===== src/config_fuse_pkg.sv =====
// Shared constants and types for the configuration decode block
package config_fuse_pkg;

  // Register indexes; byte address is four times the index
  localparam logic [29:0] IDX_CFG_THREE = 30'h00300002;
  localparam logic [29:0] IDX_CFG_FOUR = 30'h00300003;
  localparam logic [29:0] IDX_CFG_FIVE = 30'h00300004;
  localparam logic [29:0] IDX_LOCK = 30'h00300010;
  localparam logic [29:0] IDX_UNLOCK = 30'h00300011;
  localparam logic [29:0] IDX_WDT_CTRL = 30'h00300012;
  localparam logic [29:0] IDX_ZCD_CTRL = 30'h00300013;
  localparam logic [29:0] IDX_STATUS = 30'h00300014;

  // Byte three fields
  localparam int POS_VT_ONE_WAY = 4;
  localparam int POS_MULTIVECTOR = 3;
  localparam int POS_POWERUP_TIMER_SEL = 1;
  localparam int POS_RESET_PIN = 0;
  // Byte four fields
  localparam int POS_EXT_INSTR = 7;
  localparam int POS_LVP = 5;
  localparam int POS_STACK_RST = 4;
  localparam int POS_PS_ONE_WAY = 3;
  localparam int POS_ZCD_DEFAULT = 2;
  // Byte five fields
  localparam int POS_WDT_MODE = 5;
  localparam int POS_WDT_PRESET = 0;
  // Control register fields
  localparam int POS_VT_LOCK = 0;
  localparam int POS_PS_LOCK = 1;
  localparam int POS_SW_EN = 0;
  localparam int POS_PERIOD = 1;
  localparam int POS_ZCD_MD = 1;

  // Unlock keys, written in this order
  localparam logic [7:0] UNLOCK_KEY_A = 8'h55;
  localparam logic [7:0] UNLOCK_KEY_B = 8'hAA;

  // Field codes
  localparam logic [1:0] POWERUP_TIMER_OFF = 2'h3;
  localparam logic [1:0] POWERUP_TIMER_LONG = 2'h2;
  localparam logic [1:0] POWERUP_TIMER_MID = 2'h1;
  localparam logic [1:0] WDT_ALWAYS = 2'h3;
  localparam logic [1:0] WDT_AWAKE = 2'h2;
  localparam logic [1:0] WDT_SOFT = 2'h1;
  localparam logic [4:0] PRESET_SOFT = 5'h1F;
  localparam logic [4:0] PERIOD_SOFT_RESET = 5'h0B;
  localparam logic [4:0] PERIOD_MAX_CODE = 5'h12;
  localparam logic [4:0] PRESCALE_BASE_LOG2 = 5'h05;

  // Reset values
  localparam logic [7:0] CFG_RESET = 8'hFF;
  localparam logic [31:0] RDATA_RESET = 32'h00000000;

  // Power-up timer
  localparam int CLK_HZ = 40000000;
  localparam int POWERUP_TIMER_LONG_MS = 64;
  localparam int POWERUP_TIMER_MID_MS = 16;
  localparam int POWERUP_TIMER_SHORT_MS = 1;
  localparam int POWERUP_TIMER_LONG_CYC = CLK_HZ / 1000 * POWERUP_TIMER_LONG_MS;
  localparam int POWERUP_TIMER_MID_CYC = CLK_HZ / 1000 * POWERUP_TIMER_MID_MS;
  localparam int POWERUP_TIMER_SHORT_CYC = CLK_HZ / 1000 * POWERUP_TIMER_SHORT_MS;
  localparam int POWERUP_TIMER_W = 22;

  typedef enum logic [1:0] {
    PH_LOAD = 2'b01,
    PH_RUN = 2'b10
  } phase_t;

  // Decoded settings handed to the rest of the chip
  typedef struct packed {
    logic multivector_enable;
    logic extended_instr_enable;
    logic external_reset_input;
    logic stack_reset_req;
    logic vector_table_lock;
    logic pinselect_lock;
    logic zero_cross_on;
    logic watchdog_run;
    logic [4:0] watchdog_period_field;
    logic [4:0] watchdog_div_log2;
    logic powerup_timer_done;
  } settings_t;

endpackage


===== src/config_fuse_decode.sv =====
// Configuration byte loader, decoder and lock logic with APB access
// Operation
// One-way vector lock: one set, then locked
// Otherwise vector lock toggles, each after unlock
// Multivector option selects vector table dispatch
// Power-up timer field selects off/64/16/1 ms
// Without low-voltage programming, option picks pin role
// Low-voltage programming forces pin to reset
// Refuse clearing low-voltage option during its programming
// Extended instruction option zero enables extended set
// Stack fault resets only when option set
// One-way pin-select lock set once, then frozen
// Otherwise pin-select lock toggles after unlock
// Zero-cross default zero forces detector on
// Watchdog modes 11/10 ignore software enable
// Mode 01 software enabled, 00 always off
// Preset copied to period at power-on
// Preset 11111 loads 01011, period stays writable
// Bytes sampled at reset, settings held constant
// Unimplemented bits stored, never affect decode
`timescale 1ns/100ps
`default_nettype none
module config_fuse_decode #(
  parameter int POWERUP_TIMER_LONG_CYC = config_fuse_pkg::POWERUP_TIMER_LONG_CYC,
  parameter int POWERUP_TIMER_MID_CYC = config_fuse_pkg::POWERUP_TIMER_MID_CYC,
  parameter int POWERUP_TIMER_SHORT_CYC = config_fuse_pkg::POWERUP_TIMER_SHORT_CYC
) (
  input wire logic pclk,
  input wire logic presetn,
  input wire logic psel,
  input wire logic penable,
  input wire logic pwrite,
  input wire logic [31:0] paddr,
  input wire logic [31:0] pwdata,
  output logic [31:0] prdata,
  output logic pready,
  output logic pslverr,
  input wire logic [7:0] nv_byte_three,
  input wire logic [7:0] nv_byte_four,
  input wire logic [7:0] nv_byte_five,
  input wire logic lvp_prog_active,
  input wire logic sleep_active,
  input wire logic stack_fault,
  output config_fuse_pkg::settings_t settings
);

  typedef struct packed {
    config_fuse_pkg::phase_t phase;
    logic [7:0] cfg3;
    logic [7:0] cfg4;
    logic [7:0] cfg5;
    logic [7:0] lat3;
    logic [7:0] lat4;
    logic [7:0] lat5;
    logic [1:0] unlock;
    logic vt_used;
    logic wdt_sw_en;
    logic zcd_sw_en;
    logic zcd_md;
    logic [config_fuse_pkg::POWERUP_TIMER_W-1:0] powerup_timer_cnt;
    logic [2:0] lvp_sync;
    logic lvp_active;
    logic [31:0] rdata;
    logic ready;
    logic err;
    config_fuse_pkg::settings_t set;
  } state_t;

  state_t st_reg;
  state_t st_next;

  logic access;
  logic commit;
  logic [29:0] idx;
  logic mapped;
  logic refuse;
  logic [31:0] rd;
  logic [7:0] wb;
  logic vt_one_way;
  logic ps_one_way;
  logic preset_soft;
  logic [1:0] wdt_mode;
  logic [4:0] preset;

  assign idx = paddr[31:2];
  assign wb = pwdata[7:0];
  assign access = psel & penable;
  // Write lands only on the edge where the master sees pready
  assign commit = access & st_reg.ready;
  assign vt_one_way = st_reg.lat3[config_fuse_pkg::POS_VT_ONE_WAY];
  assign ps_one_way = st_reg.lat4[config_fuse_pkg::POS_PS_ONE_WAY];
  assign wdt_mode = st_reg.lat5[config_fuse_pkg::POS_WDT_MODE +: 2];
  assign preset = st_reg.lat5[config_fuse_pkg::POS_WDT_PRESET +: 5];
  assign preset_soft = (preset == config_fuse_pkg::PRESET_SOFT);

  // Address decode, read mux and refusal check
  always_comb begin
    mapped = 1'b1;
    refuse = 1'b0;
    rd = 32'h00000000;
    unique case (idx)
      config_fuse_pkg::IDX_CFG_THREE: rd[7:0] = st_reg.cfg3;
      config_fuse_pkg::IDX_CFG_FOUR: begin
        rd[7:0] = st_reg.cfg4;
        // Dropping out of low-voltage mode mid-programming is blocked
        refuse = st_reg.lvp_active & ~wb[config_fuse_pkg::POS_LVP];
      end
      config_fuse_pkg::IDX_CFG_FIVE: rd[7:0] = st_reg.cfg5;
      config_fuse_pkg::IDX_LOCK: begin
        rd[config_fuse_pkg::POS_VT_LOCK] = st_reg.set.vector_table_lock;
        rd[config_fuse_pkg::POS_PS_LOCK] = st_reg.set.pinselect_lock;
        // Lock changes need the full unlock sequence first
        refuse = (st_reg.unlock != 2'h2);
        if (vt_one_way && st_reg.vt_used &&
            wb[config_fuse_pkg::POS_VT_LOCK] != st_reg.set.vector_table_lock) begin
          refuse = 1'b1;
        end
        if (ps_one_way && st_reg.set.pinselect_lock &&
            !wb[config_fuse_pkg::POS_PS_LOCK]) begin
          refuse = 1'b1;
        end
      end
      config_fuse_pkg::IDX_UNLOCK: rd[1:0] = st_reg.unlock;
      config_fuse_pkg::IDX_WDT_CTRL: begin
        rd[config_fuse_pkg::POS_SW_EN] = st_reg.wdt_sw_en;
        rd[config_fuse_pkg::POS_PERIOD +: 5] = st_reg.set.watchdog_period_field;
      end
      config_fuse_pkg::IDX_ZCD_CTRL: begin
        rd[config_fuse_pkg::POS_SW_EN] = st_reg.zcd_sw_en;
        rd[config_fuse_pkg::POS_ZCD_MD] = st_reg.zcd_md;
      end
      config_fuse_pkg::IDX_STATUS: begin
        rd[0] = st_reg.set.powerup_timer_done;
        rd[1] = st_reg.lvp_active;
        rd[2] = st_reg.set.watchdog_run;
        rd[3] = st_reg.set.zero_cross_on;
        rd[4] = st_reg.set.external_reset_input;
        rd[5] = (st_reg.phase == config_fuse_pkg::PH_RUN);
      end
      default: mapped = 1'b0;
    endcase
    // Misaligned or unmapped: error, reads zero
    if (paddr[1:0] != 2'h0 || !mapped) begin
      rd = 32'h00000000;
      refuse = 1'b1;
    end
    // Status word cannot be written
    if (pwrite && idx == config_fuse_pkg::IDX_STATUS) begin
      refuse = 1'b1;
    end
    if (!pwrite) begin
      refuse = refuse & ~mapped | (paddr[1:0] != 2'h0);
    end
  end

  // Next-state logic for the whole block
  always_comb begin
    st_next = st_reg;

    // Three-stage pin synchroniser; level moves when stages two and three agree
    st_next.lvp_sync = {st_reg.lvp_sync[1:0], lvp_prog_active};
    if (st_reg.lvp_sync[1] == st_reg.lvp_sync[2]) begin
      st_next.lvp_active = st_reg.lvp_sync[2];
    end

    unique case (st_reg.phase)
      config_fuse_pkg::PH_LOAD: begin
        // Capture storage once, right after reset release
        st_next.cfg3 = nv_byte_three;
        st_next.cfg4 = nv_byte_four;
        st_next.cfg5 = nv_byte_five;
        st_next.lat3 = nv_byte_three;
        st_next.lat4 = nv_byte_four;
        st_next.lat5 = nv_byte_five;
        // Power-on period copy from preset
        if (nv_byte_five[config_fuse_pkg::POS_WDT_PRESET +: 5] == config_fuse_pkg::PRESET_SOFT) begin
          st_next.set.watchdog_period_field = config_fuse_pkg::PERIOD_SOFT_RESET;
        end else begin
          st_next.set.watchdog_period_field = nv_byte_five[config_fuse_pkg::POS_WDT_PRESET +: 5];
        end
        // Timer length from the two-bit selector
        unique case (nv_byte_three[config_fuse_pkg::POS_POWERUP_TIMER_SEL +: 2])
          config_fuse_pkg::POWERUP_TIMER_OFF: st_next.powerup_timer_cnt = '0;
          config_fuse_pkg::POWERUP_TIMER_LONG: st_next.powerup_timer_cnt = POWERUP_TIMER_LONG_CYC[config_fuse_pkg::POWERUP_TIMER_W-1:0];
          config_fuse_pkg::POWERUP_TIMER_MID: st_next.powerup_timer_cnt = POWERUP_TIMER_MID_CYC[config_fuse_pkg::POWERUP_TIMER_W-1:0];
          default: st_next.powerup_timer_cnt = POWERUP_TIMER_SHORT_CYC[config_fuse_pkg::POWERUP_TIMER_W-1:0];
        endcase
        st_next.phase = config_fuse_pkg::PH_RUN;
      end
      config_fuse_pkg::PH_RUN: begin
        if (st_reg.powerup_timer_cnt != '0) begin
          st_next.powerup_timer_cnt = st_reg.powerup_timer_cnt - 1'b1;
        end
      end
    endcase

    // APB answer: one wait state, then pready for one cycle
    st_next.ready = 1'b0;
    if (access && !st_reg.ready) begin
      st_next.ready = 1'b1;
      st_next.err = refuse;
      st_next.rdata = pwrite ? 32'h00000000 : rd;
    end

    // Register writes; image changes here never reach the decoded settings
    if (commit && pwrite && !refuse && st_reg.phase == config_fuse_pkg::PH_RUN) begin
      unique case (idx)
        config_fuse_pkg::IDX_CFG_THREE: st_next.cfg3 = wb;
        config_fuse_pkg::IDX_CFG_FOUR: st_next.cfg4 = wb;
        config_fuse_pkg::IDX_CFG_FIVE: st_next.cfg5 = wb;
        config_fuse_pkg::IDX_LOCK: begin
          if (wb[config_fuse_pkg::POS_VT_LOCK] && !st_reg.set.vector_table_lock && vt_one_way) begin
            st_next.vt_used = 1'b1;
          end
          st_next.set.vector_table_lock = wb[config_fuse_pkg::POS_VT_LOCK];
          st_next.set.pinselect_lock = wb[config_fuse_pkg::POS_PS_LOCK];
        end
        config_fuse_pkg::IDX_WDT_CTRL: begin
          st_next.wdt_sw_en = wb[config_fuse_pkg::POS_SW_EN];
          if (preset_soft) begin
            st_next.set.watchdog_period_field = wb[config_fuse_pkg::POS_PERIOD +: 5];
          end
        end
        config_fuse_pkg::IDX_ZCD_CTRL: begin
          st_next.zcd_sw_en = wb[config_fuse_pkg::POS_SW_EN];
          st_next.zcd_md = wb[config_fuse_pkg::POS_ZCD_MD];
        end
        default: st_next.rdata = st_reg.rdata;
      endcase
    end

    // Unlock sequencer: any other completed write drops the arming
    if (commit && pwrite) begin
      if (idx == config_fuse_pkg::IDX_UNLOCK && paddr[1:0] == 2'h0) begin
        if (wb == config_fuse_pkg::UNLOCK_KEY_A) begin
          st_next.unlock = 2'h1;
        end else if (wb == config_fuse_pkg::UNLOCK_KEY_B && st_reg.unlock == 2'h1) begin
          st_next.unlock = 2'h2;
        end else begin
          st_next.unlock = 2'h0;
        end
      end else begin
        st_next.unlock = 2'h0;
      end
    end

    // Decoded outputs; option bits come from latched bytes only, never from the writable image
    st_next.set.multivector_enable = st_reg.lat3[config_fuse_pkg::POS_MULTIVECTOR];
    st_next.set.extended_instr_enable = ~st_reg.lat4[config_fuse_pkg::POS_EXT_INSTR];
    st_next.set.external_reset_input = st_reg.lat4[config_fuse_pkg::POS_LVP] |
      st_reg.lat3[config_fuse_pkg::POS_RESET_PIN];
    // Fault is a one-cycle request; no stretch needed by the sequencer
    st_next.set.stack_reset_req = stack_fault & st_reg.lat4[config_fuse_pkg::POS_STACK_RST];
    if (!st_reg.lat4[config_fuse_pkg::POS_ZCD_DEFAULT]) begin
      st_next.set.zero_cross_on = 1'b1;
    end else begin
      st_next.set.zero_cross_on = st_reg.zcd_sw_en & ~st_reg.zcd_md;
    end
    unique case (wdt_mode)
      config_fuse_pkg::WDT_ALWAYS: st_next.set.watchdog_run = 1'b1;
      config_fuse_pkg::WDT_AWAKE: st_next.set.watchdog_run = ~sleep_active;
      config_fuse_pkg::WDT_SOFT: st_next.set.watchdog_run = st_reg.wdt_sw_en;
      default: st_next.set.watchdog_run = 1'b0;
    endcase
    // Codes above the top step fold back to the base prescale
    if (st_reg.set.watchdog_period_field <= config_fuse_pkg::PERIOD_MAX_CODE) begin
      st_next.set.watchdog_div_log2 = st_reg.set.watchdog_period_field +
        config_fuse_pkg::PRESCALE_BASE_LOG2;
    end else begin
      st_next.set.watchdog_div_log2 = config_fuse_pkg::PRESCALE_BASE_LOG2;
    end
    st_next.set.powerup_timer_done = (st_reg.phase == config_fuse_pkg::PH_RUN) &&
      (st_reg.powerup_timer_cnt == '0);

    // Nothing runs until the bytes are captured
    if (st_reg.phase == config_fuse_pkg::PH_LOAD) begin
      st_next.set.watchdog_run = 1'b0;
      st_next.set.stack_reset_req = 1'b0;
    end
  end

  // State register; constants only under reset
  always_ff @(posedge pclk or negedge presetn) begin
    if (!presetn) begin
      st_reg <= '0;
      st_reg.phase <= config_fuse_pkg::PH_LOAD;
      st_reg.cfg3 <= config_fuse_pkg::CFG_RESET;
      st_reg.cfg4 <= config_fuse_pkg::CFG_RESET;
      st_reg.cfg5 <= config_fuse_pkg::CFG_RESET;
      st_reg.lat3 <= config_fuse_pkg::CFG_RESET;
      st_reg.lat4 <= config_fuse_pkg::CFG_RESET;
      st_reg.lat5 <= config_fuse_pkg::CFG_RESET;
      st_reg.rdata <= config_fuse_pkg::RDATA_RESET;
      st_reg.set.external_reset_input <= 1'b1;
    end else begin
      st_reg <= st_next;
    end
  end

  assign prdata = st_reg.rdata;
  assign pready = st_reg.ready;
  assign pslverr = st_reg.err;
  assign settings = st_reg.set;

endmodule // config_fuse_decode
`default_nettype wire


===== config.mk =====
export PLATFORM = sky130hd
export DESIGN_NAME = config_fuse_decode
export DESIGN_NICKNAME = d
export VERILOG_FILES = /design/src/config_fuse_pkg.sv /design/src/config_fuse_decode.sv
export SDC_FILE = /design/constraint.sdc
export NUM_CORES = 1
export LEC_CHECK = 0
export BUFFER_PORTS_ARGS = -buffer_cell sky130_fd_sc_hd__buf_4
export CORE_UTILIZATION = 43
export CTS_BUF_LIST = sky130_fd_sc_hd__clkbuf_4
export CTS_CLUSTER_SIZE = 25
export DETAILED_ROUTE_END_ITERATION = 7
export HOLD_SLACK_MARGIN = 0.1
export PLACE_DENSITY = 0.67
export REMOVE_ABC_BUFFERS = 1
export SLEW_MARGIN = 40
export SYNTH_ARGS = -nofsm -noshare
export SYNTH_HDL_FRONTEND = slang
export SYNTH_SLANG_ARGS = --single-unit
export TNS_END_PERCENT = 10

===== constraint.sdc =====
create_clock -name pclk -period 2.7 [get_ports pclk]
set_input_delay 0.405 -clock pclk [delete_from_list [all_inputs] [get_ports pclk]]
set_output_delay 0.405 -clock pclk [all_outputs]
set_load 0.02 [all_outputs]

== After elaboration in Yosys (flattened, before gate mapping) ==
Cells that the tools add are included.

* Register bits after elaboration: 135
* Logic and storage cells: 137
* Input bits: 96
* Output and inout bits: 53

* Reductions and logical operators: 30
* Magnitude comparators: 1
* Add/sub/neg operators: 2
* Eq/ne operators: 26
* Bitwise logic cells: 13
* Mux-type cells: 36

{| class="wikitable"
|+ Operator list
! cell !! number
|-
| 30-bit by 22-bit equality test with 1-bit output, second input constant || 8
|-
| 32-bit 2-to-1 mux || 3
|-
| 22-bit one-hot mux with 3 select lines || 1
|-
| 48-bit 2-to-1 mux || 1
|-
| 22-bit one-hot mux with 2 select lines || 1
|-
| 34-bit 2-to-1 mux || 1
|-
| 8-bit 2-to-1 mux || 4
|-
| 5-bit 2-to-1 mux || 6
|-
| 24-bit 2-to-1 mux || 1
|-
| 22-bit logical NOT || 1
|-
| 22-bit 2-to-1 mux || 1
|-
| 22-bit nonzero test || 1
|-
| 22-bit by 1-bit subtractor with 22-bit output, second input constant || 1
|-
| 4-bit one-hot mux with 5 select lines || 1
|-
| 2-bit one-hot mux with 8 select lines || 1
|-
| 1-bit logical AND || 14
|-
| 2-bit equality test, second input constant || 5
|-
| 5-bit equality test, second input constant || 2
|-
| 1-bit 2-to-1 mux || 9
|-
| 2-bit by 1-bit equality test with 1-bit output, second input constant || 4
|-
| 8-bit by 7-bit equality test with 1-bit output, second input constant || 1
|-
| 8-bit equality test, second input constant || 1
|-
| 8-bit OR reduction || 1
|-
| 1-bit bitwise AND || 6
|-
| 19 further kinds || 33
|}

== Logic depth before layout (Yosys ltp) ==
* Depth after elaboration: 14
* Gate-level depth with buffers: 8
* Depth with buffers taken out: 7

== Worst setup path before layout ==
No wires, ideal clock.

* Path kind: reg-to-reg
* From: register st_reg[64] (netlist name)
* To: register st_reg[78] (netlist name)
* Arrival time: 2.371 ns
* Clock period less this slack: 2.508 ns
* Stages on the path, launching flop included: 9
* Data required time: 2.563 ns
* Path buffers: 3
* Library setup time: 0.137 ns
* Path slack: 0.192 ns
* Path through: dfrtp_1 or4_1 clkbuf_2 or4b_1 buf_2 buf_4 nor4_1 mux2i_1 a21oi_1

* Cells in the longest elaborated chain, start to end: 3
* Elaborated cells on any way between the ends: 5
* Those cells by class: add/sub (1); eq/ne (1); mux (2); reduce/logical (1)

{| class="wikitable"
|+ Ends and longest elaborated chain
! what !! line !! source
|-
| start, declared || config_fuse_decode.sv:69 || <nowiki>state_t st_reg;</nowiki>
|-
| start signal, assigned || config_fuse_decode.sv:296 || <nowiki>st_reg <= st_next;</nowiki>
|-
| 22-bit by 1-bit subtractor with 22-bit output || config_fuse_decode.sv:192 || <nowiki>st_next.powerup_timer_cnt = st_reg.powerup_timer_cnt - 1'b1;</nowiki>
|-
| 22-bit 2-to-1 mux || config_fuse_decode.sv:191 || <nowiki>if (st_reg.powerup_timer_cnt != '0) begin</nowiki>
|-
| 22-bit one-hot mux with 2 select lines || config_fuse_decode.sv:166 || <nowiki>unique case (st_reg.phase)</nowiki>
|}

Several ways; a longest one is shown, not always the timed one. The select of a mux whose other input is x is not followed.
A chain may end at the register's enable or synchronous reset.

== Worst setup path in the final report ==
* From: register st_reg[64] (netlist name)
* To: register st_reg[72] (netlist name)

The elaborated chain is that of the path after synthesis.

==> flow_summary.json <==
{
  "run_status": "complete, no violations",
  "syn_area_sq_um": 5710,
  "grt_overflow": 0,
  "gp_congestion": 0.925,
  "grt_max_degree": 55,
  "final_common_cell": "nand2_1",
  "hp-class": "in -> reg",
  "clockRootBuffer": "clkbuf_4",
  "dieArea_sq_um": 13700,
  "core_area_sq_um": 12800,
  "rsz0062_at_grt": "no",
  "reg2reg_depth": 6,
  "synthTopCellsByArea": "dfrtp_1, dfstp_2, nand2_1, buf_4, mux2_2",
  "start_kind": "flop",
  "slew_headroom": 0.570,
  "crit_required_ns": 3.11,
  "htreeDepth": 3,
  "first_pass_iters": 7,
  "drc": 0,
  "yosys_warnings": 0,
  "max_slew.worst_pin.slew_ns": 0.639,
  "syn_inst": 607,
  "diodes": 0,
  "async_flop_share": 1.00,
  "synth_edf_count": 0,
  "critPathMaxFanout": 6,
  "wirelength_microns": 14400,
  "start_util": 0.447,
  "r2r-end": "st_reg[72]$_DFFE_PN0N_",
  "power-per-cell-area_nw_per_um2": 415,
  "crit_end": "st_reg[72]$_DFFE_PN0N_",
  "rrSetupSlack_ns": 0.13,
  "layout_common_cells": "nand2_1, buf_4, dfrtp_1",
  "numCtsBuffers": 9,
  "post_drt_wl_per_cell_microns": 16.7,
  "crit_type": "reg -> reg",
  "cts_tree": "yes",
  "synth_top_area_share": 0.267,
  "syn_area_per_cell_sq_um": 9.41,
  "layout-drive-gt1-share": 0.315,
  "fin_hold_ws_ns": 0.158,
  "io_pins": 149,
  "area_growth_pct": 16.7,
  "clock-sinks": 102,
  "p_leak_nw": 3.06,
  "synth_top_family_by_area": "simple AND/OR/NAND/NOR gates",
  "synth_area_leader_cell": "dfrtp_1",
  "finalClockSkew_ns": 0.0131,
  "grt_pass1_vias": 4540,
  "ys_seq_area_frac": 0.456,
  "worstSkewPairLatency_ns": 0.47,
  "yosys.area_share.simple": 0.223,
  "clock_path_buffers": 2,
  "seq_area_sq_um": 2600,
  "cts.clk_slew.worst_paths_ns": 0.15,
  "critPathArrivalTime_ns": 2.97,
  "synth.distinct_cells": 59,
  "critPathLaunch": "st_reg[64]$_DFFE_PN0N_",
  "min_period_over_period": 0.950,
  "yosys.area_share.adder": 0.0171,
  "grt_pass1_wl_microns": 22700,
  "post_cts_buffers": 0,
  "fin_cells": 867,
  "antenna_found_initial": 0,
  "utilization": 0.522,
  "maxCapViolCount": 0,
  "largest_register_ff_count": 64,
  "port_buffers": 100,
  "period_minus_slack_ns": 2.57,
  "placedCellCount": 849,
  "synth-xor-area-share": 0.0184,
  "vias_per_cell": 5.50,
  "fin_area_sq_um": 6670,
  "setup_viol": 0,
  "rr_startpoint": "st_reg[64]$_DFFE_PN0N_",
  "tns_ns": 0,
  "core.rowCount": 41,
  "synth-compound-area-share": 0.115,
  "multiInputGateArea_sq_um": 2670,
  "endpoint_kind": "flop",
  "hold_viol": 0,
  "maxSlewViolCount": 0,
  "vias": 4772,
  "dp_hpwl_microns": 10700,
  "fin_nets": 793,
  "synth-seq-cells": 102,
  "fillCellCount": 1165,
  "muxShareOfSynthArea": 0.0752,
  "ant_nets": 0,
  "ir_drop_mv": 0.173,
  "die_x_microns": 117,
  "max_freq_mhz": 390,
  "drt_iter0_markers": 388,
  "die_y_microns": 117,
  "place_area_sq_um": 6490,
  "synthFlopType": "dfrtp_1",
  "grt_usage": 0.219
}
[logic make-up (layout without fill, tap and decap cells)]
| kind of cell | Yosys count | in the layout |
|---|---|---|
| AO/OA/AOI/OAI | 94 | 94 |
| XOR/XNOR | 12 | 12 |
| buffers and inverters | 92 | 157 |
| AND/OR/NAND/NOR | 259 | 259 |
| other | 1 | 24 |
| adder cells (fa/ha/maj) | 8 | 8 |
| flip-flops | 102 | 102 |
| multiplexers | 39 | 39 |
[cells in the mapped netlist, types with 4 or more instances]
cell and count:
a222oi_1 9, a31oi_1 5, mux2i_1 8, clkbuf_1 18, a211oi_1 4, nor3_1 16
nand4_1 8, or4_1 9, o211ai_1 9, inv_1 18, o41ai_1 4, buf_4 52
o31ai_1 5, nand3_1 9, ha_1 7, nor4b_1 5, nand2_1 127, or2_2 5
nor4_1 16, dfrtp_1 61, nor2_1 27, or3_1 7, nand4b_1 4, nor2b_1 8
a21oi_1 16, mux2_2 31, dfstp_2 41, o21ai_0 23, xor2_1 9
[final cells by class]
| class | instances | share of cell area |
|---|---|---|
| inverters | 18 | 0.0101 |
| clock buffers | 9 | 0.0101 |
| multi-input cells | 436 | 0.401 |
| well taps | 172 | 0.0323 |
| clock inverters | 7 | 0.0131 |
| flip-flops and latches | 102 | 0.391 |
| repair buffers | 123 | 0.143 |
[critical path, cell delays in order, from the launching register on]
cell and delay [ns]:
dfrtp_1 0.45, or4_1 0.55, buf_4 0.18, or3_1 0.37, or4_1 0.51, or3_1 0.32
a21oi_1 0.12
[per-layer routing]
metal | share of wire | wire length (microns) | vias up | track usage
met3 | 0.061 | 879 | 22 | 0.0355
met1 | 0.44 | 6300 | 2307 | 0.284
met4 | 0.018 | 258 | 0 | 0.0945
met5 | 0 | 0 | - | 0
met2 | 0.48 | 7010 | 186 | 0.364
li1 | - | - | 2257 | -
[power breakdown]
part / leakage [nW] / total, mW / switching [mW] / internal, mW
Clock: 0.0791 / 0.879 / 0.509 / 0.370
Combinational: 1.77 / 0.323 / 0.187 / 0.136
Sequential: 1.21 / 1.56 / 0.0171 / 1.55
[worst min-delay path by stage]
| stage | from | end | slack, ns | depth (start not counted) |
|---|---|---|---|---|
| floorplan | presetn | prdata[0]$_DFFE_PN0P_ | 0.11 | 0 |
| global placement | st_next[55]$_DFF_PN0_ | st_next[56]$_DFF_PN0_ | 0.33 | 0 |
| detailed placement | st_next[55]$_DFF_PN0_ | st_next[56]$_DFF_PN0_ | 0.34 | 0 |
| CTS | nv_byte_three[3] | st_next[18]$_DFFE_PN1P_ | 0.14 | 3 |
| global route | nv_byte_five[6] | st_reg[91]$_DFFE_PN1P_ | 0.14 | 3 |
| finish | nv_byte_three[4] | st_reg[105]$_DFFE_PN1P_ | 0.16 | 3 |
[stage by stage]
step | worst slack (ns) | total power [mW]
6_report | 0.135 | 2.77
5_1_grt | 0.0107 | 2.89
4_1_cts | 0.141 | 2.79
3_5_place_dp | 0.140 | 1.91
3_3_place_gp | 0.0987 | 1.90
2_1_floorplan | 0.0556 | 1.71
[timing repair]
item / in CTS / in global routing
hold buffers: 2 / 0
endpoints found under the hold margin: 32 / 0
gates resized for setup: 0 / 0
No activity file was read; power rests on OpenSTA's default activity.
